<file path="src/hw/sshift_cfg.svh">
`ifndef SSHIFT_CFG_SVH
`define SSHIFT_CFG_SVH
// Register offsets on the plain register port
`define REG_CONTROL 4'h0
`define REG_STATUS 4'h1
`define REG_SHIFT 4'h2
`define REG_PORT_DATA 4'h3
`define REG_PORT_CFG 4'h4
// control_register fields
`define CTL_RATE_LO 0
`define CTL_RATE_HI 1
`define CTL_IFSEL 3
`define CTL_IRQ_EN 4
// processor_status_register fields
`define STS_BUSY 0
`define STS_DONE 1
// Port field positions
`define PIN_SO 4
`define PIN_SCK 5
`define PIN_PHASE 6
// Reset values
`define CONTROL_RST 8'h00
`define PORT_RST 8'h00
// Shift clock periods in instruction cycles
`define PERIOD_2 2
`define PERIOD_4 4
`define PERIOD_8 8
`define BITS_PER_XFER 8
`endif

</file>
<file path="src/hw/sshift_pkg.sv">
package sshift_pkg;
	typedef enum logic [1:0] {
		RATE_DIV2,
		RATE_DIV4,
		RATE_DIV8
	} rate_t;
endpackage : sshift_pkg

</file>
<file path="src/hw/clk_divider.sv">
`timescale 1ns/1ns
`include "sshift_cfg.svh"
// Emits a one-cycle pulse every half shift clock period.
module clk_divider (
	input wire logic mclk,
	input wire logic rst,
	input wire logic run,
	input wire sshift_pkg::rate_t rate,
	output logic half_tick
);
	logic [2:0] cnt_q;
	logic [2:0] half_m1;

	always_comb begin
		unique case (rate)
			sshift_pkg::RATE_DIV2: half_m1 = 3'(`PERIOD_2 / 2 - 1);
			sshift_pkg::RATE_DIV4: half_m1 = 3'(`PERIOD_4 / 2 - 1);
			default: half_m1 = 3'(`PERIOD_8 / 2 - 1);
		endcase
	end

	always_ff @(posedge mclk) begin
		if (rst || !run) begin
			cnt_q <= 3'h0;
		end else if (cnt_q >= half_m1) begin
			cnt_q <= 3'h0;
		end else begin
			cnt_q <= cnt_q + 3'h1;
		end
	end

	assign half_tick = run && (cnt_q >= half_m1);
endmodule : clk_divider

</file>
<file path="src/hw/serial_shift_port.sv">
`timescale 1ns/1ns
`include "sshift_cfg.svh"
// Summary of operation
// RQ1 - Eight bit shift register on serial in, serial out and shift clock.
// RQ2 - Internal shift clock means master, external shift clock means slave.
// RQ3 - Port works only while interface select bit is one.
// RQ4 - Master rate bits: 00 two, 01 four, 1x eight cycles per clock.
// RQ5 - Setting busy flag starts shifting.
// RQ6 - Busy clears by itself after eight bits.
// RQ7 - Software clearing busy stops shifting early.
// RQ8 - Interrupt request after eight bits when enabled.
// RQ9 - Software loads shift register only while shift clock idles.
// RQ10 - Slave busy set only while incoming shift clock idles.
// RQ11 - Master generates shift clock and starts every exchange.
// RQ12 - Master needs serial out and clock pins set as outputs.
// RQ13 - Slave needs clock pin input and serial out pin output.
// RQ14 - Clock pin config bit picks source; serial out bit zero floats.
// RQ15 - Shift clock stops after eight pulses.
// RQ16 - Slave software sets busy right away; may repeat after eight.
// RQ17 - Port data bit 5 sets clock idle level, one is high.
// RQ18 - Normal phase: sample rising, drive and shift falling. Code shifts on the trailing edge, which is rising when idle high.
// RQ19 - Alternate phase: sample falling, drive rising.
// RQ20 - Phase select lives in port pin 6 config bit.
// RQ21 - Phase select XOR idle level gives alternate phase.
// RQ22 - Phase select resets to zero.
// RQ23 - Most significant bit out first, new bits enter at bit zero.
module serial_shift_port #(
	parameter int WIDTH = `BITS_PER_XFER
) (
	input wire logic mclk,
	input wire logic rst,
	input wire logic [3:0] addr,
	input wire logic [7:0] wdata,
	input wire logic wr,
	input wire logic rd,
	output logic [7:0] rdata,
	input wire logic sck_in,
	output logic sck_out,
	output logic sck_oe,
	input wire logic si,
	output logic so,
	output logic so_oe,
	output logic irq
);
	// ***********************************************
	// Registers
	// ***********************************************
	logic [7:0] control_register_q;
	logic [7:0] port_data_q;
	logic [7:0] port_cfg_q;
	logic [WIDTH-1:0] serial_shift_reg_q;
	logic busy_q;
	logic done_q;
	logic irq_q;
	logic [3:0] bit_cnt_q;
	logic sck_q;
	logic so_q;
	logic sample_q;
	logic [7:0] rdata_q;

	logic interface_select;
	logic master;
	logic idle_high;
	logic phase_select;
	logic alt_phase;
	logic active;
	sshift_pkg::rate_t rate;

	assign interface_select = control_register_q[`CTL_IFSEL]; // RQ3
	assign master = port_cfg_q[`PIN_SCK]; // RQ14 RQ2
	assign idle_high = port_data_q[`PIN_SCK]; // RQ17
	assign phase_select = port_cfg_q[`PIN_PHASE]; // RQ20
	assign alt_phase = phase_select ^ idle_high; // RQ21
	assign active = interface_select && busy_q;

	always_comb begin
		if (control_register_q[`CTL_RATE_HI]) begin // RQ4
			rate = sshift_pkg::RATE_DIV8;
		end else if (control_register_q[`CTL_RATE_LO]) begin
			rate = sshift_pkg::RATE_DIV4;
		end else begin
			rate = sshift_pkg::RATE_DIV2;
		end
	end

	// ***********************************************
	// External shift clock and serial in sampling
	// ***********************************************
	logic sck_s1_q;
	logic sck_s2_q;
	logic sck_s3_q;
	logic si_s1_q;
	logic si_s2_q;

	always_ff @(posedge mclk) begin
		if (rst) begin
			sck_s1_q <= 1'b0;
			sck_s2_q <= 1'b0;
			sck_s3_q <= 1'b0;
			si_s1_q <= 1'b0;
			si_s2_q <= 1'b0;
		end else begin
			sck_s1_q <= sck_in;
			sck_s2_q <= sck_s1_q;
			sck_s3_q <= sck_s2_q;
			si_s1_q <= si;
			si_s2_q <= si_s1_q;
		end
	end

	// ***********************************************
	// Edge generation
	// ***********************************************
	logic half_tick;
	logic lead_edge;
	logic trail_edge;
	logic rise;
	logic fall;

	clk_divider u_div (
		.mclk(mclk),
		.rst(rst),
		.run(active && master),
		.rate(rate),
		.half_tick(half_tick)
	);

	// Leading edge leaves idle level, trailing edge returns to it
	always_comb begin
		if (master) begin // RQ11
			lead_edge = half_tick && (sck_q == idle_high);
			trail_edge = half_tick && (sck_q != idle_high);
		end else begin
			lead_edge = active && (sck_s3_q == idle_high)
				&& (sck_s2_q != idle_high);
			trail_edge = active && (sck_s3_q != idle_high)
				&& (sck_s2_q == idle_high);
		end
	end

	// Rising is leading when idle low
	assign rise = idle_high ? trail_edge : lead_edge;
	assign fall = idle_high ? lead_edge : trail_edge;

	logic sample_ev;
	logic drive_ev;
	assign sample_ev = alt_phase ? fall : rise; // RQ18 RQ19
	assign drive_ev = alt_phase ? rise : fall; // RQ18 RQ19

	// ***********************************************
	// Register writes and busy control
	// ***********************************************
	logic last_bit;
	assign last_bit = trail_edge && (bit_cnt_q == 4'(WIDTH - 1));

	always_ff @(posedge mclk) begin
		if (rst) begin
			control_register_q <= `CONTROL_RST;
			port_data_q <= `PORT_RST;
			port_cfg_q <= `PORT_RST; // RQ22
		end else if (wr) begin
			unique case (addr)
				`REG_CONTROL: control_register_q <= wdata;
				`REG_PORT_DATA: port_data_q <= wdata;
				`REG_PORT_CFG: port_cfg_q <= wdata;
				default: ;
			endcase
		end
	end

	always_ff @(posedge mclk) begin
		if (rst) begin
			busy_q <= 1'b0;
		end else if (active && last_bit) begin
			busy_q <= 1'b0; // RQ6
		end else if (wr && addr == `REG_STATUS) begin
			busy_q <= wdata[`STS_BUSY]; // RQ5 RQ7
		end
	end

	// Completion flag: hardware set wins over software clear
	always_ff @(posedge mclk) begin
		if (rst) begin
			done_q <= 1'b0;
		end else if (active && last_bit) begin
			done_q <= 1'b1;
		end else if (wr && addr == `REG_STATUS && !wdata[`STS_DONE]) begin
			done_q <= 1'b0;
		end
	end

	always_ff @(posedge mclk) begin
		if (rst) begin
			irq_q <= 1'b0;
		end else begin
			irq_q <= active && last_bit
				&& control_register_q[`CTL_IRQ_EN]; // RQ8
		end
	end

	always_ff @(posedge mclk) begin
		if (rst || !active) begin
			bit_cnt_q <= 4'h0;
		end else if (trail_edge) begin
			bit_cnt_q <= bit_cnt_q + 4'h1; // RQ15
		end
	end

	// ***********************************************
	// Shift clock output
	// ***********************************************
	always_ff @(posedge mclk) begin
		if (rst) begin
			sck_q <= 1'b0;
		end else if (!active || !master) begin
			sck_q <= idle_high; // RQ17 RQ15
		end else if (half_tick) begin
			sck_q <= ~sck_q;
		end
	end

	// ***********************************************
	// Shift path
	// ***********************************************
	// With idle low, normal phase samples before the first drive edge and alternate
	// phase drives at the leading edge, so the first bit goes out on load.
	// Sample one cycle after the edge: the far end answers on our own
	// drive edge and its bit needs two cycles through the synchroniser.
	logic sample_dly_q;

	always_ff @(posedge mclk) begin
		if (rst) begin
			sample_dly_q <= 1'b0;
		end else begin
			sample_dly_q <= active && sample_ev;
		end
	end

	always_ff @(posedge mclk) begin
		if (rst) begin
			sample_q <= 1'b0;
		end else if (active && sample_dly_q) begin
			sample_q <= si_s2_q; // RQ18 RQ19
		end
	end

	always_ff @(posedge mclk) begin
		if (rst) begin
			serial_shift_reg_q <= '0;
		end else if (wr && addr == `REG_SHIFT) begin
			serial_shift_reg_q <= wdata[WIDTH-1:0]; // RQ9
		end else if (active && trail_edge) begin
			// RQ23 RQ1
			serial_shift_reg_q <= {serial_shift_reg_q[WIDTH-2:0],
				alt_phase ? si_s2_q : sample_q};
		end
	end

	always_ff @(posedge mclk) begin
		if (rst) begin
			so_q <= 1'b0;
		end else if (!active) begin
			so_q <= serial_shift_reg_q[WIDTH-1];
		end else if (drive_ev && !(alt_phase && lead_edge
				&& bit_cnt_q == 4'h0)) begin
			so_q <= alt_phase ? serial_shift_reg_q[WIDTH-1]
				: serial_shift_reg_q[WIDTH-2]; // RQ23
		end
	end

	// ***********************************************
	// Pins
	// ***********************************************
	assign sck_out = sck_q;
	assign sck_oe = interface_select && master; // RQ14 RQ2
	assign so = so_q;
	assign so_oe = interface_select && port_cfg_q[`PIN_SO]; // RQ14
	assign irq = irq_q;

	// ***********************************************
	// Read port
	// ***********************************************
	always_ff @(posedge mclk) begin
		if (rst) begin
			rdata_q <= 8'h00;
		end else if (rd) begin
			unique case (addr)
				`REG_CONTROL: rdata_q <= control_register_q;
				`REG_STATUS: rdata_q <= {6'h00, done_q, busy_q};
				`REG_SHIFT: rdata_q <= 8'(serial_shift_reg_q);
				`REG_PORT_DATA: rdata_q <= port_data_q;
				`REG_PORT_CFG: rdata_q <= port_cfg_q;
				default: rdata_q <= 8'h00;
			endcase
		end else begin
			rdata_q <= 8'h00;
		end
	end
	assign rdata = rdata_q;
endmodule : serial_shift_port

</file>
<file path="config.mk">
export PLATFORM = sky130hd
export DESIGN_NAME = serial_shift_port
export DESIGN_NICKNAME = d
export VERILOG_FILES = /design/src/hw/sshift_pkg.sv /design/src/hw/clk_divider.sv /design/src/hw/serial_shift_port.sv
export VERILOG_INCLUDE_DIRS = /design/src /design/src/hw
export SDC_FILE = /design/constraint.sdc
export NUM_CORES = 1
export LEC_CHECK = 0
export BUFFER_PORTS_ARGS = -buffer_cell sky130_fd_sc_hd__buf_2
export CORE_MARGIN = 10
export CORE_UTILIZATION = 30
export DETAILED_ROUTE_END_ITERATION = 6
export PLACE_DENSITY = 0.45
export SETUP_SLACK_MARGIN = 0.5
export SYNTH_ARGS = -nofsm -noshare
export SYNTH_HDL_FRONTEND = slang
export SYNTH_SLANG_ARGS = --single-unit
</file>
<file path="constraint.sdc">
create_clock -name mclk -period 2.1 [get_ports mclk]
set_input_delay 0.525 -clock mclk [delete_from_list [all_inputs] [get_ports mclk]]
set_output_delay 0.525 -clock mclk [all_outputs]
set_load 0.005 [all_outputs]
</file>
Word level (Yosys, flattened, before mapping):

Cells that the tools add are included.
Widths: inputs -> output; s select.

* register bits: 59
* word-level logic and storage cells: 101

* $add $sub $neg: 2
* order comparisons: 1
* equal/unequal tests: 13
* reduce and logical (&&, ||, !) cells: 43
* bitwise gates (word level): 3
* muxes and demuxes: 20

Operator list (count)
* $pmux 8 s5: 1
* $logic_and 1x1->1: 23
* $mux 8: 2
* $mux 1: 15
* $eq 4x2->1 const B: 2
* $eq 4x3->1 const B: 2
* $logic_not 4->1: 2
* $reduce_and 2->1: 3
* $reduce_bool 2->1: 3
* $reduce_or 2->1: 3
* $logic_not 1->1: 5
* $add 4x1->4 const B: 1
* $eq 4x1->1 const B: 1
* $pmux 2 s2: 1
* $add 3x1->3 const B: 1
* $eq 1x1->1: 3
* $ge 3x2->1: 1
* $logic_or 1x1->1: 3
* $ne 1x1->1: 3
* $eq 2x1->1 const B: 1
* $logic_not 2->1: 1
* $mux 2: 1
* $ne 2x1->1 const B: 1
* $not 1->1: 2
* $xor 1x1->1: 1

Logic depth before layout (Yosys ltp):

* word-level depth: 14
* gate-level depth with buffers: 8
* gate-level depth less buffers: 7

Cells and area by module:

From an unflattened synthesis, not the netlist that was laid out.

* cell total of the unflattened synthesis: 292
* area total of the unflattened synthesis: 2642.5 µm²

Modules (own cells, without submodules)
* serial_shift_port: seq. area each 1121.1 µm², area each 2469.9 µm², times used 1, cells an instance 273
* clk_divider: seq. area each 60.1 µm², area each 172.7 µm², times used 1, cells an instance 19

Worst setup path before layout:

Ideal clock, no wire load.

* kind: reg2reg
* from: register control_register_q[0]
* to: register serial_shift_reg_q[2]
* setup time: 0.135 ns
* path buffers: 1
* stages on the path, launching flop included: 9
* arrival: 1.911 ns
* slack: 0.055 ns
* path through: dfxtp_1 > or2_2 > ha_1 > nand2b_1 > a211oi_4 > o21a_4 > buf_6 > mux2i_1 > a211oi_1

* word-level cells in the longest chain between the ends: 10

RTL lines
* start: declaration: RTL line serial_shift_port.sv:48 `logic [7:0] control_register_q;`
* start signal: assignment: RTL line serial_shift_port.sv:158 `` control_register_q <= `CONTROL_RST; ``
* start signal: assignment: RTL line serial_shift_port.sv:163 `` `REG_CONTROL: control_register_q <= wdata; ``
* $mux 1 *: RTL line serial_shift_port.sv:79 `` end else if (control_register_q[`CTL_RATE_LO]) begin ``
* $mux 2 *: RTL line serial_shift_port.sv:77 `` if (control_register_q[`CTL_RATE_HI]) begin ``
* $eq 2x1->1 or $logic_not 2->1 (tied branches): RTL line clk_divider.sv:15 `unique case (rate)`
* $pmux 2 s2 *: RTL line clk_divider.sv:15
* $ge 3x2->1 *: RTL line clk_divider.sv:32 `assign half_tick = run && (cnt_q >= half_m1);`
* $logic_and 1x1->1 *: RTL line clk_divider.sv:32
* $logic_and 1x1->1 *: RTL line serial_shift_port.sv:132 `trail_edge = half_tick && (sck_q != idle_high);`
* $mux 1 *: RTL line serial_shift_port.sv:130 `if (master) begin`
* $logic_and 1x1->1 *: RTL line serial_shift_port.sv:252 `end else if (active && trail_edge) begin`
* $reduce_bool 2->1 (no source line) *
* end signal: assignment: RTL line serial_shift_port.sv:251 `serial_shift_reg_q <= wdata[WIDTH-1:0];`
* end signal: assignment: RTL line serial_shift_port.sv:254 `serial_shift_reg_q <= {serial_shift_reg_q[WIDTH-2:0],`
* end: declaration: RTL line serial_shift_port.sv:51 `logic [WIDTH-1:0] serial_shift_reg_q;`

Every way passes the cells marked *; elsewhere a longest branch is shown, timed or not.
A chain may end at the register's enable or synchronous reset.

Worst setup path after layout:

* from: register control_register_q[0]
* to: register so_q, in the netlist so

* word-level cells in the longest chain between the ends: 13

RTL lines
* $mux 1 *: RTL line serial_shift_port.sv:79
* $mux 2 *: RTL line serial_shift_port.sv:77
* $eq 2x1->1 or $logic_not 2->1 (tied branches): RTL line clk_divider.sv:15
* $pmux 2 s2 *: RTL line clk_divider.sv:15
* $ge 3x2->1 *: RTL line clk_divider.sv:32
* $logic_and 1x1->1 *: RTL line clk_divider.sv:32
* $logic_and 1x1->1: RTL line serial_shift_port.sv:131 `lead_edge = half_tick && (sck_q == idle_high);`
* $mux 1: RTL line serial_shift_port.sv:130
* $logic_and 1x1->1: RTL line serial_shift_port.sv:264 `end else if (drive_ev && !(alt_phase && lead_edge`
* $logic_and 1x1->1: RTL line serial_shift_port.sv:265 `&& bit_cnt_q == 4'h0)) begin`
* $logic_not 1->1: RTL line serial_shift_port.sv:264
* $logic_and 1x1->1 *: RTL line serial_shift_port.sv:264
* $ne 2x1->1 (no source line) *
* end signal: assignment: RTL line serial_shift_port.sv:263 `so_q <= serial_shift_reg_q[WIDTH-1];`
* end signal: assignment: RTL line serial_shift_port.sv:266 `so_q <= alt_phase ? serial_shift_reg_q[WIDTH-1]`
* end: declaration: RTL line serial_shift_port.sv:57 `logic so_q;`

Marked as above.

==> run metrics <==
worst skew pair latency=0.34 ns; ant diodes=0; Final Critical Period=1.92 ns; CTS clk-pin slew, worst paths=0.07 ns; Via Count=2383; Reg2Reg Depth=8; core area=0.00868 mm2; total CTS buffers=9; Synth async-reset ratio=0%; vias per inst=5.15; layout cells sized above 1=29.9%; # DRC=0; Arrival @ worst endpoint=2.18 ns; Reg power frac=46.5%; Final setup viols=0; Netlist Area Pre-Place=0.00267 mm2; Hold WC Path Type=in -> reg; internal power consumption=1.91 mW; Routed WL per cell=16.7 um; slew margin rel.=49.3%; Fmax=0.522 GHz; CTS tree=yes; Worst Hold Depth=2; sequential area share after synthesis=44.2%; die height=114 um; die area=0.0131 mm2; CTS Buffer Depth=2; vias in the first global route=2291; total gr overflow=0; Die W=114 um; first-pass GRT wire length=12400 um; CP max FO=4; post-route ant nets=0; Worst Setup End Kind=register; Worst EP required=2.36 ns; Switching Fraction=22.3%; crit share post-route=91.2%; number of nets in the layout=373; startpoint types=register; Total Routed Length=7740 um; Comb pwr share=5.3%; CTS Hold Buffers Added=0; Synth top cells by count=dfxtp_1, nand2_1, a21oi_1, nand3_1, nor2_1; clock skew=0.0107 ns; RSZ-0062 raised after global routing=true; tightest hold margin=0.397 ns; Mean Syn Cell Area=8.79 um2; Sink Count=59; Max Cap Viol=0; Initial DRT Pass Iterations=7; Fin. Hold Viols=0; largest net degree at the start of global routing=38; Synth top area share=44.2%; post-synthesis cell type count=49; initial antenna violation count=0; P&R area growth vs syn=29.8%; EDFF count, synth=0; synthesized instance count=304; Synthesis Warnings=0; FF+latch count, synth=59; Crit Path Class=reg -> reg; prevailing post-synth register cell=dfxtp_1; IO Port Bufs=30; final slew viol count=0; PwrDens=709 mW/mm2; top post-synthesis cells by area=dfxtp_1, a21oi_1, nand2_1; utilization after layout=40.0%; All-Layer GR Usage=12.0%; Initial Utilization=30.8%; Worst-Margin Slew=0.756 ns; clock power share=48.2%; post-synth top area cell=dfxtp_1; Leak=1.25 nW; Switch Pwr=548 uW; setup_tns=0 ns; CTS H-tree depth=3; DP Wirelength=5360 um; Core Rows=34; I/O Pins=31; Post-Syn Nets=327; DR iter-0 viols=189; most common cell in the synthesized netlist=dfxtp_1; status=complete, no violations; clk root buf=clkbuf_8; Final GP Congestion=0.756; peak supply drop=0.374 mV
[path summary, 6_finish.rpt]
path,start,endpoint,slack [ns]
min,sck_in,sck_s1_q$_SDFF_PP0_,0.40
max,control_register_q[0]$_SDFFE_PP0P_,so$_SDFFE_PP0P_,0.18
max reg2reg,control_register_q[0]$_SDFFE_PP0P_,so$_SDFFE_PP0P_,0.18
min reg2reg,sck_s1_q$_SDFF_PP0_,sck_s2_q$_SDFF_PP0_,0.44
[metal layers]
layer,global-route usage [%],wire length (um),part of all wire (%)
met5,0,0,0
met4,5.26,166,2.1
met3,3.41,412,5.3
met2,17.7,3540,46
met1,15.8,3620,47
[power by group through the flow]
| stage | combinational [mW] | sequential, mW | clock (mW) |
|---|---|---|---|
| 6_report | 0.131 | 1.14 | 1.19 |
| 5_1_grt | 0.143 | 1.14 | 1.28 |
| 4_1_cts | 0.130 | 1.14 | 1.22 |
| 3_5_place_dp | 0.124 | 1.17 | 0 |
| 3_3_place_gp | 0.124 | 1.17 | 0 |
| 2_1_floorplan | 0.0650 | 1.16 | 0 |
[repair_timing]
action / CTS / global route
pin swaps: 8 / 8
setup buffers: 12 / 2
endpoints found under the setup margin: 23 / 23
gates resized for setup: 23 / 9
[state kept, by name (all words and copies together), names as in the netlist]
register	flops
irq	1
sck_s1_q	1
done_q	1
sck_s2_q	1
sample_dly_q	1
sck_s3_q	1
rdata	8
sample_q	1
so	1
si_s2_q	1
si_s1_q	1
control_register_q	8
u_div.cnt_q	3
port_cfg_q	8
sck_out	1
port_data_q	8
busy_q	1
serial_shift_reg_q	8
bit_cnt_q	4
[cell type report]
cell class | instances | area, um2
repair buffers | 55 | 414
fillers | 930 | 5210
well taps | 108 | 135
flip-flops and latches | 59 | 1190
inverters | 10 | 37.5
clock inverters | 4 | 72.6
multi-input cells | 215 | 1470
clock buffers | 12 | 155
[cells in the final DEF, fill, tap and decap left out, drive strengths merged, types with 7 or more instances in the layout]
cell / n
nand2: 45
buf: 55
a21oi: 37
nor2: 18
clkbuf: 12
nand3: 28
a211oi: 10
a222oi: 8
nor2b: 7
inv: 10
mux2i: 7
dfxtp: 59
[worst max-delay path, cell delays in order (launching register included)]
cell,delay (ns)
dfxtp_2,0.32
or2_4,0.25
ha_4,0.20
nand2b_4,0.14
a211oi_4,0.25
buf_6,0.17
o2111ai_4,0.14
a21o_1,0.19
a211oi_2,0.16
[cells by family after synthesis]
logic type | Yosys count | synth area share (%)
and+or+nand+nor | 120 | 23.6
AOI/OAI and AO/OA | 77 | 19.9
DFF | 59 | 44.2
buffers and inverters | 30 | 5.20
muxes | 8 | 3.04
xor gates and xnor gates | 5 | 1.64
adders and majority gates | 5 | 2.34
[through the flow]
stage                     area (um2)  setup WS, ns  power (mW)  cells
after floorplan                 2710         0.250        1.23    304
after global placement          2980         0.122        1.29    433
after detailed placement        2980        0.0920        1.29    433
after CTS                       3410         0.167        2.49    461
after global routing            3470         0.107        2.56    463
final                           3470         0.184        2.46    463
Power figures use the tool's default switching activity.
